`src/common/hba_consts.svh`:
```
`ifndef HBA_CONSTS_SVH
`define HBA_CONSTS_SVH

// APB map: bit 10 picks the configuration space, else the device window
`define HBA_CFG_SPACE_BIT 10
`define HBA_SECT_BIT 9
`define HBA_CHAN_BIT 8
`define HBA_AD_MSB 7
`define HBA_AD_LSB 2
`define HBA_BCR_OFFS 12'h400
`define HBA_STAT_OFFS 12'h404

// Bus configuration register fields and reset value
`define HBA_BCR_RST 5'h00
`define HBA_BCR_W 5
`define HBA_BCR_DMA_SHL 0
`define HBA_BCR_MUXED 1
`define HBA_BCR_WAIT 2
`define HBA_BCR_INTACK 3
`define HBA_BCR_LANE 4

// Command register fields
`define HBA_CMD_PTR_MSB 2
`define HBA_CMD_CODE_MSB 5
`define HBA_CMD_CODE_LSB 3
`define HBA_CMD_POINT_HIGH 3'h1
`define HBA_SHIFT_MSB 1
`define HBA_SER_SHL_CODE 2'h1

// Pointer widths and reset values
`define HBA_SPTR_W 4
`define HBA_DPTR_W 5
`define HBA_SPTR_RST 4'h0
`define HBA_DPTR_RST 5'h00
`define HBA_SER_REGS 32
`define HBA_DMA_REGS 32

`endif

```
`src/common/hba_pkg.sv`:
```
package hba_pkg;

  // Host-programmable bus configuration
  typedef struct packed {
    logic lane_hi;
    logic intack_vec;
    logic wait_ext;
    logic muxed;
    logic dma_shl;
  } hba_cfg_t;

  // Target of a host access
  typedef enum logic [1:0] {
    HBA_TGT_CHB = 2'b00,
    HBA_TGT_CHA = 2'b01,
    HBA_TGT_DMA = 2'b10,
    HBA_TGT_CFG = 2'b11
  } hba_tgt_t;

  // Bus-master drive of the select pins
  typedef struct packed {
    logic sect;
    logic chan;
  } hba_sel_t;

endpackage

```
`src/rtl/hba_ptr.sv`:
```
`timescale 1ns/10ps
`include "hba_consts.svh"

// Auto-clearing register pointer, one instance per section
module hba_ptr #(
  parameter int W = 4
) (
  input wire logic pclk,
  input wire logic presetn,
  input wire logic load,
  input wire logic [W-1:0] load_val,
  input wire logic clr,
  output logic [W-1:0] ptr
);

  logic [W-1:0] ptr_r;
  logic [W-1:0] ptr_nxt;

  // Clear wins: the second access always returns to the base register
  always_comb begin
    ptr_nxt = ptr_r;
    if (clr) begin
      ptr_nxt = '0;
    end else if (load) begin
      ptr_nxt = load_val;
    end
  end

  // Cleared on reset so the first access hits the base register
  always_ff @(posedge pclk or negedge presetn) begin
    if (!presetn) begin
      ptr_r <= '0;
    end else begin
      ptr_r <= ptr_nxt;
    end
  end

  assign ptr = ptr_r;

endmodule

```
`src/rtl/hba_host_port.sv`:
```
`timescale 1ns/10ps
`include "hba_consts.svh"

module hba_host_port
  import hba_pkg::*;
(
  input wire logic pclk,
  input wire logic presetn,
  input wire logic psel,
  input wire logic penable,
  input wire logic pwrite,
  input wire logic [11:0] paddr,
  input wire logic [31:0] pwdata,
  output logic [31:0] prdata,
  output logic pready,
  output logic pslverr,
  input wire logic dma_master,
  input wire logic dma_section,
  input wire logic dma_channel,
  output logic section_select_o,
  output logic section_select_oe,
  output logic channel_select_o,
  output logic channel_select_oe,
  output logic bus_muxed,
  output logic intack_vectored
);

  // Decode used by both the answer path and the update path
  function automatic hba_tgt_t hba_decode(input logic [11:0] a);
    if (a[`HBA_CFG_SPACE_BIT]) begin
      hba_decode = HBA_TGT_CFG;
    end else if (!a[`HBA_SECT_BIT]) begin
      hba_decode = HBA_TGT_DMA;
    end else if (a[`HBA_CHAN_BIT]) begin
      hba_decode = HBA_TGT_CHA;
    end else begin
      hba_decode = HBA_TGT_CHB;
    end
  endfunction

  // Multiplexed register index from the address/data field
  function automatic logic [4:0] hba_mux_idx(input logic [5:0] ad,
                                             input logic shl);
    hba_mux_idx = shl ? ad[5:1] : ad[4:0];
  endfunction

  hba_cfg_t cfg_r;
  hba_cfg_t cfg_nxt;
  logic [1:0] ser_shift_r;
  logic [1:0] ser_shift_nxt;
  logic pready_r;
  logic pready_nxt;
  logic pslverr_r;
  logic pslverr_nxt;
  logic [31:0] prdata_r;
  logic [31:0] prdata_nxt;
  logic wait_cnt_r;
  logic wait_cnt_nxt;
  hba_sel_t sel_o_r;
  hba_sel_t sel_o_nxt;
  logic sel_oe_r;
  logic sel_oe_nxt;

  logic [7:0] ser_mem [0:`HBA_SER_REGS-1];
  logic [7:0] dma_mem [0:`HBA_DMA_REGS-1];

  logic [`HBA_SPTR_W-1:0] sptr;
  logic [`HBA_DPTR_W-1:0] dptr;
  logic s_load;
  logic s_clr;
  logic [`HBA_SPTR_W-1:0] s_load_val;
  logic d_load;
  logic d_clr;
  logic [`HBA_DPTR_W-1:0] d_load_val;
  logic ser_we;
  logic [4:0] ser_waddr;
  logic dma_we;
  logic [4:0] dma_waddr;

  hba_tgt_t tgt;
  logic [5:0] ad;
  logic ch_bit;
  logic [4:0] ser_midx;
  logic [4:0] dma_midx;
  logic access;
  logic done;
  logic cfg_err;
  logic [7:0] rd_byte;
  logic [7:0] ser_stat;

  // Separate pointers for the two sections
  hba_ptr #(.W(`HBA_SPTR_W)) u_ser_ptr (
    .pclk(pclk),
    .presetn(presetn),
    .load(s_load),
    .load_val(s_load_val),
    .clr(s_clr),
    .ptr(sptr)
  );

  hba_ptr #(.W(`HBA_DPTR_W)) u_dma_ptr (
    .pclk(pclk),
    .presetn(presetn),
    .load(d_load),
    .load_val(d_load_val),
    .clr(d_clr),
    .ptr(dptr)
  );

  // Address fields and phase decode; psel is the decoded chip select
  always_comb begin
    tgt = hba_decode(paddr);
    ad = paddr[`HBA_AD_MSB:`HBA_AD_LSB];
    ch_bit = (tgt == HBA_TGT_CHA);
    ser_midx = hba_mux_idx(ad, ser_shift_r == `HBA_SER_SHL_CODE);
    dma_midx = hba_mux_idx(ad, cfg_r.dma_shl);
    access = psel && penable && !pready_r;
    done = psel && penable && pready_r;
    cfg_err = (tgt == HBA_TGT_CFG) && (paddr != `HBA_BCR_OFFS)
              && (paddr != `HBA_STAT_OFFS);
    ser_stat = {3'h0, ch_bit, sptr};
  end

  // Read answer, taken from state before the completing edge
  always_comb begin
    rd_byte = 8'h00;
    unique case (tgt)
      HBA_TGT_CFG: begin
        if (paddr == `HBA_BCR_OFFS) begin
          rd_byte = {3'h0, cfg_r};
        end else if (paddr == `HBA_STAT_OFFS) begin
          rd_byte = {cfg_r.muxed, 2'h0, dptr};
        end
      end
      HBA_TGT_DMA: begin
        if (cfg_r.muxed) begin
          rd_byte = dma_mem[dma_midx];
        end else if (dptr == `HBA_DPTR_RST) begin
          rd_byte = {3'h0, dptr};
        end else begin
          rd_byte = dma_mem[dptr];
        end
      end
      default: begin
        if (cfg_r.muxed) begin
          if (ser_midx[3:0] == `HBA_SPTR_RST) begin
            rd_byte = ser_stat;
          end else begin
            rd_byte = ser_mem[{ch_bit, ser_midx[3:0]}];
          end
        end else if (sptr == `HBA_SPTR_RST) begin
          rd_byte = ser_stat;
        end else begin
          rd_byte = ser_mem[{ch_bit, sptr}];
        end
      end
    endcase
  end

  // APB handshake: one wait state, two with the extended wait style
  always_comb begin
    pready_nxt = 1'b0;
    wait_cnt_nxt = 1'b0;
    pslverr_nxt = 1'b0;
    prdata_nxt = prdata_r;
    if (access) begin
      if (wait_cnt_r == cfg_r.wait_ext) begin
        pready_nxt = 1'b1;
        pslverr_nxt = cfg_err;
        if (!pwrite) begin
          // Byte lane style: replicate on upper byte or keep it zero
          prdata_nxt = cfg_r.lane_hi ? {16'h0000, rd_byte, rd_byte}
                                     : {24'h000000, rd_byte};
        end
      end else begin
        wait_cnt_nxt = 1'b1;
      end
    end
  end

  // Configuration, command interpretation and pointer steering
  always_comb begin
    cfg_nxt = cfg_r;
    ser_shift_nxt = ser_shift_r;
    s_load = 1'b0;
    s_clr = 1'b0;
    s_load_val = `HBA_SPTR_RST;
    d_load = 1'b0;
    d_clr = 1'b0;
    d_load_val = pwdata[`HBA_DPTR_W-1:0];
    ser_we = 1'b0;
    ser_waddr = {ch_bit, sptr};
    dma_we = 1'b0;
    dma_waddr = dptr;
    if (done && !pslverr_r) begin
      unique case (tgt)
        HBA_TGT_CFG: begin
          if (pwrite && paddr == `HBA_BCR_OFFS) begin
            cfg_nxt = pwdata[`HBA_BCR_W-1:0];
          end
        end
        HBA_TGT_DMA: begin
          if (cfg_r.muxed) begin
            dma_we = pwrite;
            dma_waddr = dma_midx;
          end else if (dptr == `HBA_DPTR_RST) begin
            d_load = pwrite;
          end else begin
            dma_we = pwrite;
            d_clr = 1'b1;
          end
        end
        default: begin
          if (cfg_r.muxed) begin
            ser_we = pwrite;
            ser_waddr = {ch_bit, ser_midx[3:0]};
            if (pwrite && ser_midx[3:0] == `HBA_SPTR_RST) begin
              ser_shift_nxt = pwdata[`HBA_SHIFT_MSB:0];
            end
          end else if (sptr == `HBA_SPTR_RST) begin
            // Command form: pointer bits plus command code
            ser_we = pwrite;
            s_load = pwrite;
            s_load_val = {pwdata[`HBA_CMD_CODE_MSB:`HBA_CMD_CODE_LSB]
                          == `HBA_CMD_POINT_HIGH,
                          pwdata[`HBA_CMD_PTR_MSB:0]};
          end else begin
            ser_we = pwrite;
            s_clr = 1'b1;
          end
        end
      endcase
    end
  end

  // Select pins only driven while the device owns the bus
  always_comb begin
    sel_oe_nxt = dma_master;
    sel_o_nxt.sect = dma_master ? dma_section : 1'b0;
    sel_o_nxt.chan = dma_master ? dma_channel : 1'b0;
  end

  // State registers
  always_ff @(posedge pclk or negedge presetn) begin
    if (!presetn) begin
      cfg_r <= `HBA_BCR_RST;
      ser_shift_r <= 2'h0;
      pready_r <= 1'b0;
      pslverr_r <= 1'b0;
      prdata_r <= 32'h00000000;
      wait_cnt_r <= 1'b0;
      sel_o_r <= 2'h0;
      sel_oe_r <= 1'b0;
    end else begin
      cfg_r <= cfg_nxt;
      ser_shift_r <= ser_shift_nxt;
      pready_r <= pready_nxt;
      pslverr_r <= pslverr_nxt;
      prdata_r <= prdata_nxt;
      wait_cnt_r <= wait_cnt_nxt;
      sel_o_r <= sel_o_nxt;
      sel_oe_r <= sel_oe_nxt;
    end
  end

  // Register storage; no reset, contents are set up by the host
  always_ff @(posedge pclk) begin
    if (ser_we) begin
      ser_mem[ser_waddr] <= pwdata[7:0];
    end
    if (dma_we) begin
      dma_mem[dma_waddr] <= pwdata[7:0];
    end
  end

  assign prdata = prdata_r;
  assign pready = pready_r;
  assign pslverr = pslverr_r;
  assign section_select_o = sel_o_r.sect;
  assign channel_select_o = sel_o_r.chan;
  assign section_select_oe = sel_oe_r;
  assign channel_select_oe = sel_oe_r;
  assign bus_muxed = cfg_r.muxed;
  assign intack_vectored = cfg_r.intack_vec;

endmodule

```
`config.mk`:
```
export PLATFORM = sky130hd
export DESIGN_NAME = hba_host_port
export DESIGN_NICKNAME = d
export VERILOG_FILES = /design/src/common/hba_pkg.sv /design/src/rtl/hba_ptr.sv /design/src/rtl/hba_host_port.sv
export VERILOG_INCLUDE_DIRS = /design/src /design/src/common
export SDC_FILE = /design/constraint.sdc
export NUM_CORES = 1
export LEC_CHECK = 0
export BUFFER_PORTS_ARGS = -buffer_cell sky130_fd_sc_hd__clkbuf_2
export CORE_ASPECT_RATIO = 2
export CORE_MARGIN = 5
export CORE_UTILIZATION = 50
export CTS_CLUSTER_SIZE = 25
export DETAILED_ROUTE_END_ITERATION = 6
export GPL_TIMING_DRIVEN = 0
export HOLD_SLACK_MARGIN = 0.1
export PLACE_DENSITY = 0.74
export SYNTH_ARGS = -nofsm -noshare
export SYNTH_HDL_FRONTEND = slang
export SYNTH_SLANG_ARGS = --single-unit
export TNS_END_PERCENT = 100
```
`constraint.sdc`:
```
create_clock -name pclk -period 7.67 [get_ports pclk]
set_input_delay 0.3835 -clock pclk [delete_from_list [all_inputs] [get_ports pclk]]
set_output_delay 0.3835 -clock pclk [all_outputs]
set_load 0.05 [all_outputs]
```
==> results.txt, run 1 <==
The clock latency at the later pin of the worst-skew pair is roughly 660 ps. Setup repair after global routing left no endpoint under its margin. TritonCTS built the clock tree. The starting DRC count in detailed routing came out at about 3700. The leakage power figure came out at between 10 and 15 nW. The flip-flop and latch area came out at approximately 16000 um2.

Each instance of the synthesized netlist takes up on average around 14 um2. The total vias in the final route came out at around 23000. The worst hold path belongs to the class input pin to flip-flop. Measured along the y axis, the die boundary spans approximately 350 um.

The final total negative setup slack is 0 ps. The area share of the largest cell type after synthesis is a little over half. After the last flow step, the layout net total stands at between 2000 and 2500. The distinct cell type count of the synthesized netlist came out at 76. The design draws approximately 7.6 mW. The startpoint of the most critical hold path is pwdata[6]. The worst endpoint data arrival time came out at between 6000 and 7000 ps.

The final antenna-violating net count came out at 0. The routed design has approximately 140000 um of wire. The endpoint identified for the worst register-to-register timing path is prdata[3]$_DFFE_PN0P_. The dominant register cell in the synthesized netlist is sky130_fd_sc_hd__edfxtp_1.

Of all nets on the critical path, the largest fanout is 10. The setup violation total in the final timing report came out at 0. The start of the worst register-to-register path is cfg_r[0]$_DFFE_PN0P_. The number of global-route vias before repair is ~23000.

From synthesis to final layout, the design area changed by 11.6%. The total clock buffers created by CTS is 50. The synthesized design contains 511 enable-type register cells. For this design the ratio of total power to cell area is 240 nW/um2. Hold timing on the final database bottoms out at a slack of around 110 ps.

After synthesis, the cell types taking the most area are sky130_fd_sc_hd__edfxtp_1 (54%), sky130_fd_sc_hd__mux4_2 (12%), sky130_fd_sc_hd__mux2i_1 (5.9%). The number of cells on the worst hold path is 1. The flow ran to the end, but the final reports show violations.

The library cells used most frequently in the layout, excluding fill and tap cells, are sky130_fd_sc_hd__edfxtp_1 (511), sky130_fd_sc_hd__nand2_1 (219), sky130_fd_sc_hd__mux2i_1 (165), sky130_fd_sc_hd__mux4_2 (152), sky130_fd_sc_hd__nor2_1 (114). Leaving out fill and tap cells, the most frequent cell in the layout is sky130_fd_sc_hd__edfxtp_1. The root buffer cell chosen for the clock tree is sky130_fd_sc_hd__clkbuf_16. In this run the register-to-register setup slack is ~1800 ps. The synthesized design spends more area on one cell type than any other, namely sky130_fd_sc_hd__edfxtp_1. The post-detailed-placement half-perimeter wirelength is 102000 um. The number of endpoints with negative hold slack in the final report came to 0. The number of cell rows came out at between 100 and 150. Dividing the detail-routed wire length by the instance count gives between 40 and 50 um. The sequential fraction of the synthesis area is ~58%. The core area came out at 56200 um2. CTS built an H-tree with a depth of 2.

The floorplan die area came out at roughly 62000 um2. The maximum buffer depth of the clock tree is 3. The combined global-route utilization of all metal layers is between 40% and 50%. The required arrival time at the worst endpoint is 8160 ps. The critical path in this run is classified as flip-flop to flip-flop. Clock-pin slew was measured on the worst setup and hold paths at about 70 ps. The initial antenna violation count is 11. The total iterations of the first detailed-routing run came out at 7. The post-route netlist has about a fifth of its cells at a drive strength greater than 1. Counting the fill cells in the layout gives 4623.

In the routed design, unresolved DRC markers number 3. Port buffering added 45 buffers. The final reports fail on DRC, capacitance limit, slew limit. The worst-case headroom to the max-slew limit is -15.4%. The number of pins exceeding their max-slew limit in the final report was a little under 70. The overflow left after global routing came out at 0. Using the TritonRoute via totals, the vias-per-cell ratio works out to between 7 and 8. The largest net degree at the start of global routing is between 60 and 70.

The element type at the critical path start is a flip-flop. The routed design could run at a clock period as short as ~5900 ps. For the worst flop-to-flop path, the logic depth is 9.

Pin placement for this block handled 92 I/O pins. The width of the die is 178 um. The multi-input combinational cell area came out at 11100 um2.

The worst-margin pin slew came out at between 1500 and 2000 ps. The number of storage elements in the synthesis netlist came out at roughly 550. The post-synth design cell area came out at approximately 28000 um2. The starting density of the core is between 50% and 60%. VDD sags by at most about 190 uV. The number of buffers inserted by post-CTS setup repair came out at 0. The number of warnings issued by yosys is 0. The share of the core filled with cells in the final layout is a little under three fifths.

Across the run, the number of max-cap violations was 13. The first-pass GRT wire length came out at approximately 190000 um. The weighted congestion reported at the end of routability-driven placement came out at 1.12.

The sort of element at the end of the critical path is a flip-flop. The maximum clock skew at final layout is between 20 and 25 ps. The synthesized instance count is 2069. The CTS sink count came out at between 500 and 600. For hold timing, the worst endpoint is ser_mem[17][6]$_DFFE_PP_. The worst path uses approximately 77% of the clock period.

After synthesis, the share of flip-flops with an asynchronous set or reset is 6.92%. The top achievable clock speed is about 170 MHz.
synthesized netlist by cell type (4+ instances only):
cell type,number
sky130_fd_sc_hd__a22oi_1,55
sky130_fd_sc_hd__a211o_1,6
sky130_fd_sc_hd__o21a_1,11
sky130_fd_sc_hd__a31oi_1,13
sky130_fd_sc_hd__mux2_2,25
sky130_fd_sc_hd__o21ai_0,48
sky130_fd_sc_hd__clkbuf_1,61
sky130_fd_sc_hd__o32ai_1,4
sky130_fd_sc_hd__and2_1,8
sky130_fd_sc_hd__o221ai_1,29
sky130_fd_sc_hd__mux2i_1,165
sky130_fd_sc_hd__mux4_2,152
sky130_fd_sc_hd__o211ai_1,18
sky130_fd_sc_hd__nand3_1,88
sky130_fd_sc_hd__and3_1,26
sky130_fd_sc_hd__a22o_1,12
sky130_fd_sc_hd__a211oi_1,17
sky130_fd_sc_hd__buf_6,9
sky130_fd_sc_hd__nor2_1,127
sky130_fd_sc_hd__nor4_1,22
sky130_fd_sc_hd__inv_1,11
sky130_fd_sc_hd__nand2_1,219
sky130_fd_sc_hd__o22ai_1,35
sky130_fd_sc_hd__nor3_1,30
sky130_fd_sc_hd__nand4_1,7
sky130_fd_sc_hd__buf_1,16
sky130_fd_sc_hd__dfrtp_1,38
sky130_fd_sc_hd__buf_2,59
sky130_fd_sc_hd__a32oi_1,6
sky130_fd_sc_hd__o31ai_1,4
sky130_fd_sc_hd__edfxtp_1,511
sky130_fd_sc_hd__buf_4,27
sky130_fd_sc_hd__a311oi_1,18
sky130_fd_sc_hd__a2111oi_0,5
sky130_fd_sc_hd__a21oi_1,69
sky130_fd_sc_hd__nor3b_1,7
sky130_fd_sc_hd__nor2b_1,13
sky130_fd_sc_hd__a21o_1,4
sky130_fd_sc_hd__a221oi_1,20
sky130_fd_sc_hd__nand2b_1,10
sky130_fd_sc_hd__or3_1,6
flip-flops by register name, indices dropped and copies added, names as in the netlist, 2 cells and up:
signal,flops
ser_shift_r,2
ser_mem,255
u_ser_ptr.ptr,4
prdata,16
dma_mem,256
u_dma_ptr.ptr,5
cfg_r,3
report_power, final:
part / internal (mW) / total [mW] / switching [mW]
Combinational: 0.480 / 1.57 / 1.09
Clock: 1.45 / 2.67 / 1.23
Sequential: 3.30 / 3.33 / 0.0276
timing repair:
item,4_1_cts,5_1_grt
endpoints found under the setup margin,0,0
resized for setup,0,0
endpoints found under the hold margin,42,0
hold buffers,6,0
layer usage:
| metal | GRT usage, % | part of all wire [%] |
|---|---|---|
| met4 | 54.4 | 17 |
| met2 | 72.8 | 47 |
| met3 | 14.3 | 9.8 |
| met5 | 0.561 | 0.044 |
| met1 | 42.5 | 27 |
worst max-delay path, cell delays in order, from the launching register on:
cell,delay (ps)
sky130_fd_sc_hd__dfrtp_1,320
sky130_fd_sc_hd__buf_2,250
sky130_fd_sc_hd__mux2i_1,1340
sky130_fd_sc_hd__buf_2,660
sky130_fd_sc_hd__clkbuf_1,700
sky130_fd_sc_hd__nand3_1,150
sky130_fd_sc_hd__a311oi_1,870
sky130_fd_sc_hd__o41ai_1,340
sky130_fd_sc_hd__nor3b_1,940
sky130_fd_sc_hd__nor2_1,130
cell type report:
| cell class | count | area share [%] |
|---|---|---|
| Multi-Input combinational cell | 1350 | 35.3 |
| Inverter | 13 | 0.155 |
| Tap cell | 750 | 2.98 |
| Clock inverter | 33 | 1.16 |
| Sequential cell | 549 | 51.8 |
| Timing Repair Buffer | 65 | 1.55 |
| Buffer | 172 | 2.82 |
| Antenna cell | 5 | 0.0397 |
| Clock buffer | 60 | 4.19 |
worst max-delay path by stage:
| stage | slack (ps) | startpoint | end |
|---|---|---|---|
| global placement | 1710 | paddr[4] | prdata[15]$_DFFE_PN0P_ |
| detailed placement | 2090 | paddr[4] | ser_mem[30][6]$_DFFE_PP_ |
| finish | 1780 | cfg_r[0]$_DFFE_PN0P_ | prdata[3]$_DFFE_PN0P_ |
| CTS | 2470 | u_dma_ptr.ptr[1]$_DFFE_PN0P_ | prdata[3]$_DFFE_PN0P_ |
| floorplan | 4950 | pready$_DFF_PN0_ | dma_mem[29][0]$_DFFE_PP_ |
| global route | 1900 | cfg_r[0]$_DFFE_PN0P_ | prdata[3]$_DFFE_PN0P_ |
logic make-up (layout without fill, tap and decap cells):
group	Yosys count	after routing	share of synthesized area [%]
AO/OA/AOI/OAI	412	412	10.4
XOR/XNOR	1	1	0.0310
buffers and inverters	185	343	3.32
flip-flops	549	549	57.7
multiplexers	343	343	19.0
other	1	21	0.0133
AND/OR/NAND/NOR	578	578	9.43
per-stage QoR:
stage | std cells | instance area (um2) | setup WS, ps
after global routing | 2992 | 31500 | 1900
after CTS | 2985 | 31300 | 2470
after floorplan | 2084 | 28300 | 4950
after detailed placement | 2886 | 29600 | 2090
final | 2997 | 31500 | 1780
after global placement | 2879 | 29400 | 1710
Power figures use the tool's default switching activity.
==> inputs of run 2 (changes only) <==
- PLACE_DENSITY: 0.74 -> 0.77
- clock period: 7.67 -> 5.4 ns (I/O delays scaled with it)
==> results.txt, run 2 (synthesis results as in run 1) <==
Status: finished with violations (unchanged). Violated checks: DRC, capacitance limit, slew limit (unchanged). The largest net degree at the start of global routing came out at 69 (unchanged). The total iterations of the first detailed-routing run came to 7 (unchanged). The number of H-tree branching levels came out at 2 (unchanged). The floorplan die area is 61600 um2 (unchanged). The clock period minus worst slack is 5390 ps (was 5890 ps).

The critical path's most frequent cell is sky130_fd_sc_hd__buf_2 (unchanged). The total clock buffers created by CTS came to 48 (was 50). The number of max-cap violations came out at 3 (was 13). The maximum clock skew at final layout is 34.0 ps (was 20.7 ps). The sort of element at the end of the critical path is a flip-flop (unchanged). The clock latency at the later pin of the worst-skew pair came out at 660 ps (about the same).

The number of global-route vias before repair came to 22400 (was 22600). The count of buffers inserted at the top-level ports was 45 (unchanged). The buffer type at the clock tree root is sky130_fd_sc_hd__clkbuf_16 (unchanged).

The floorplan die height was 346 um (unchanged). The core area is 56200 um2 (unchanged). Commonest cells after routing, fill and taps aside: sky130_fd_sc_hd__edfxtp_1 (511), sky130_fd_sc_hd__nand2_1 (219), sky130_fd_sc_hd__mux2i_1 (165), sky130_fd_sc_hd__mux4_2 (152), sky130_fd_sc_hd__nor2_1 (116) (was sky130_fd_sc_hd__edfxtp_1 (511), sky130_fd_sc_hd__nand2_1 (219), sky130_fd_sc_hd__mux2i_1 (165), sky130_fd_sc_hd__mux4_2 (152), sky130_fd_sc_hd__nor2_1 (114)).

The critical setup path kind is flip-flop to flip-flop (unchanged). The total vias in the final route is 22400 (was 22800). The uppermost layer routed is met5 (unchanged). The number of endpoints with negative hold slack in the final report came out at 0 (unchanged). The number of flip-flops in the largest register came to 256 (unchanged).

Setup repair after global routing missed its margin: no (unchanged). The worst endpoint data arrival time is 5630 ps (was 6370 ps). The setup violation total in the final timing report is 0 (unchanged). The post-CTS resize count is 0 (unchanged). The critical-path maximum fanout came to 10 (unchanged). The top achievable clock speed is 185 MHz (was 170 MHz).

The required arrival time at the worst endpoint came out at 5640 ps (was 8160 ps). Critical path, cell by cell: buf_2, buf_2, buf_1, o21ai_0, nor4_1, nand2_1, nor2_1 (was buf_2, mux2i_1, buf_2, clkbuf_1, nand3_1, a311oi_1, o41ai_1, nor3b_1, nor2_1). The sum of met3 wire segment lengths after detailed routing is 12700 um (was 13900 um). The average wire per standard cell came out at 45.9 um (was 47.2 um).

The element type at the critical path start is a flip-flop (unchanged). The ratio of total power to cell area came out at 334 nW/um2 (was 240 nW/um2). The dominant delay contributor by cell family on the critical path is simple AND/OR/NAND/NOR gates (was buffers and inverters). The total buffers and inverters traversed by the critical path came out at 3 (unchanged). The total wire length after detailed routing came out at 138000 um (was 142000 um). The width of the die came out at 178 um (unchanged). The number of remaining DRC errors is 1 (was 3). The cell with the largest stage delay on the worst path is sky130_fd_sc_hd__nor2_1 (was sky130_fd_sc_hd__mux2i_1). The largest stage delay on the critical path came out at 1300 ps (was 1340 ps). The final antenna-violating net count is 0 (unchanged). The path class of the lowest-slack min-delay path was input pin to flip-flop (unchanged).

The number of nets in the finished design came out at 2253 (unchanged). The register name with the most flops is dma_mem (unchanged). The maximum buffer depth of the clock tree came out at 3 (unchanged). The via density per instance is 7.48 (was 7.60). The clock transition at the register clock pins on the worst setup and hold paths after CTS is 70 ps (about the same). The CTS sink count was 549 (unchanged). The number of pins exceeding their max-slew limit in the final report came to 25 (was 68). The post-detailed-placement half-perimeter wirelength is 101000 um (was 102000 um). The CTS tree is done (unchanged). The wire length on met1 came out at 37100 um (was 37600 um). The overflow left after global routing is 0 (unchanged).

The highest ir drop seen on vdd is 299 uV (was 194 uV). The share of post-route cells with drive strength above 1 came out at 19.1% (was 19.5%). The combined global-route utilization of all metal layers came out at 44.5% (was 46.1%). The final worst-path cycle share came out at 99.9% (was 76.7%).

The worst-case headroom to the max-slew limit came out at -7.09% (was -15.4%). The worst-margin pin slew came out at 1600 ps (was 1680 ps). The leakage power figure came to 10.5 nW (was 10.6 nW). The leading cell type in the layout, fill and taps excluded is sky130_fd_sc_hd__edfxtp_1 (unchanged). The share of the core filled with cells in the final layout is 55.7% (was 56.1%). The initial antenna violation count is 5 (was 11).

The number of filler instances in the final layout is 4626 (was 4623). The weighted congestion reported at the end of routability-driven placement is 1.07 (was 1.12). The starting DRC count in detailed routing is 3271 (was 3681).

The met2 wire length came out at 66100 um (was 66400 um). The number of cell rows came out at 123 (unchanged). The I/O pin total is 92 (unchanged). The starting density of the core came out at 50.2% (unchanged). The signed area change from the synthesized netlist to the final layout is 10.9% (was 11.6%). The final hold slack came out at 153 ps (was 109 ps). The first-pass GRT wire length came out at 184000 um (was 190000 um).
run 2: cell type report:
| class | instances | area [um2] | share of cell area [%] |
|---|---|---|---|
| sequential | 549 | 16300 | 52.1 |
| multi-input combinational | 1350 | 11100 | 35.4 |
| clock buffer | 65 | 1310 | 4.17 |
| tap | 750 | 938 | 3.00 |
| buffer | 171 | 885 | 2.83 |
| timing repair buffer | 68 | 527 | 1.68 |
| clock inverter | 23 | 210 | 0.671 |
| inverter | 13 | 48.8 | 0.156 |
| antenna | 5 | 12.5 | 0.0400 |
run 2: worst paths after layout:
kind,start,to,slack [ps],cells after the start
max,u_ser_ptr.ptr[1]$_DFFE_PN0P_,ser_mem[2][2]$_DFFE_PP_,7,7
min,pwdata[6],ser_mem[16][6]$_DFFE_PP_,150,1
max reg2reg,u_ser_ptr.ptr[1]$_DFFE_PN0P_,ser_mem[2][2]$_DFFE_PP_,7,7
min reg2reg,prdata[12]$_DFFE_PN0P_,prdata[12]$_DFFE_PN0P_,500,1
max in group asynchronous,presetn,prdata[4]$_DFFE_PN0P_,4390,2
min in group asynchronous,presetn,prdata[9]$_DFFE_PN0P_,330,2
run 2: repair_timing:
action,4_1_cts,5_1_grt
hold buffers,6,3
endpoints found under the setup margin,2,0
setup buffers,0,0
hold endpoints to repair,43,48
run 2: metrics by stage:
stage / TNS (ps) / setup WS [ps] / power, mW / instance area (um2) / cells
CTS: 0 / 318 / 10.3 / 31200 / 2981
global route: 0 / 220 / 10.6 / 31300 / 2990
detailed placement: -193 / -104 / 6.89 / 29600 / 2888
global placement: -234 / -124 / 6.88 / 29400 / 2879
finish: 0 / 6.67 / 10.4 / 31300 / 2994
floorplan: 0 / 2680 / 5.99 / 28300 / 2084
run 2: power breakdown:
| part | internal [mW] | leakage (nW) | total, mW | switching [mW] |
|---|---|---|---|---|
| logic | 0.678 | 4.72 | 2.20 | 1.52 |
| registers | 4.69 | 5.07 | 4.73 | 0.0402 |
| clock network | 1.85 | 0.741 | 3.53 | 1.67 |
| total | 7.22 | 10.5 | 10.4 | 3.23 |
run 2: per-layer routing:
layer / vias to the layer above / GRT usage [%]
li1: 8569 / -
met1: 10900 / 41.5
met2: 2004 / 72.3
met3: 887 / 11.5
met4: 4 / 50.9
met5: - / 0.160
run 2: worst register-to-register path, stage by stage (launching register included):
cell and delay, ps:
sky130_fd_sc_hd__dfrtp_1 720, sky130_fd_sc_hd__buf_2 510, sky130_fd_sc_hd__buf_2 550, sky130_fd_sc_hd__buf_1 730
sky130_fd_sc_hd__o21ai_0 280, sky130_fd_sc_hd__nor4_1 470, sky130_fd_sc_hd__nand2_1 400, sky130_fd_sc_hd__nor2_1 1300
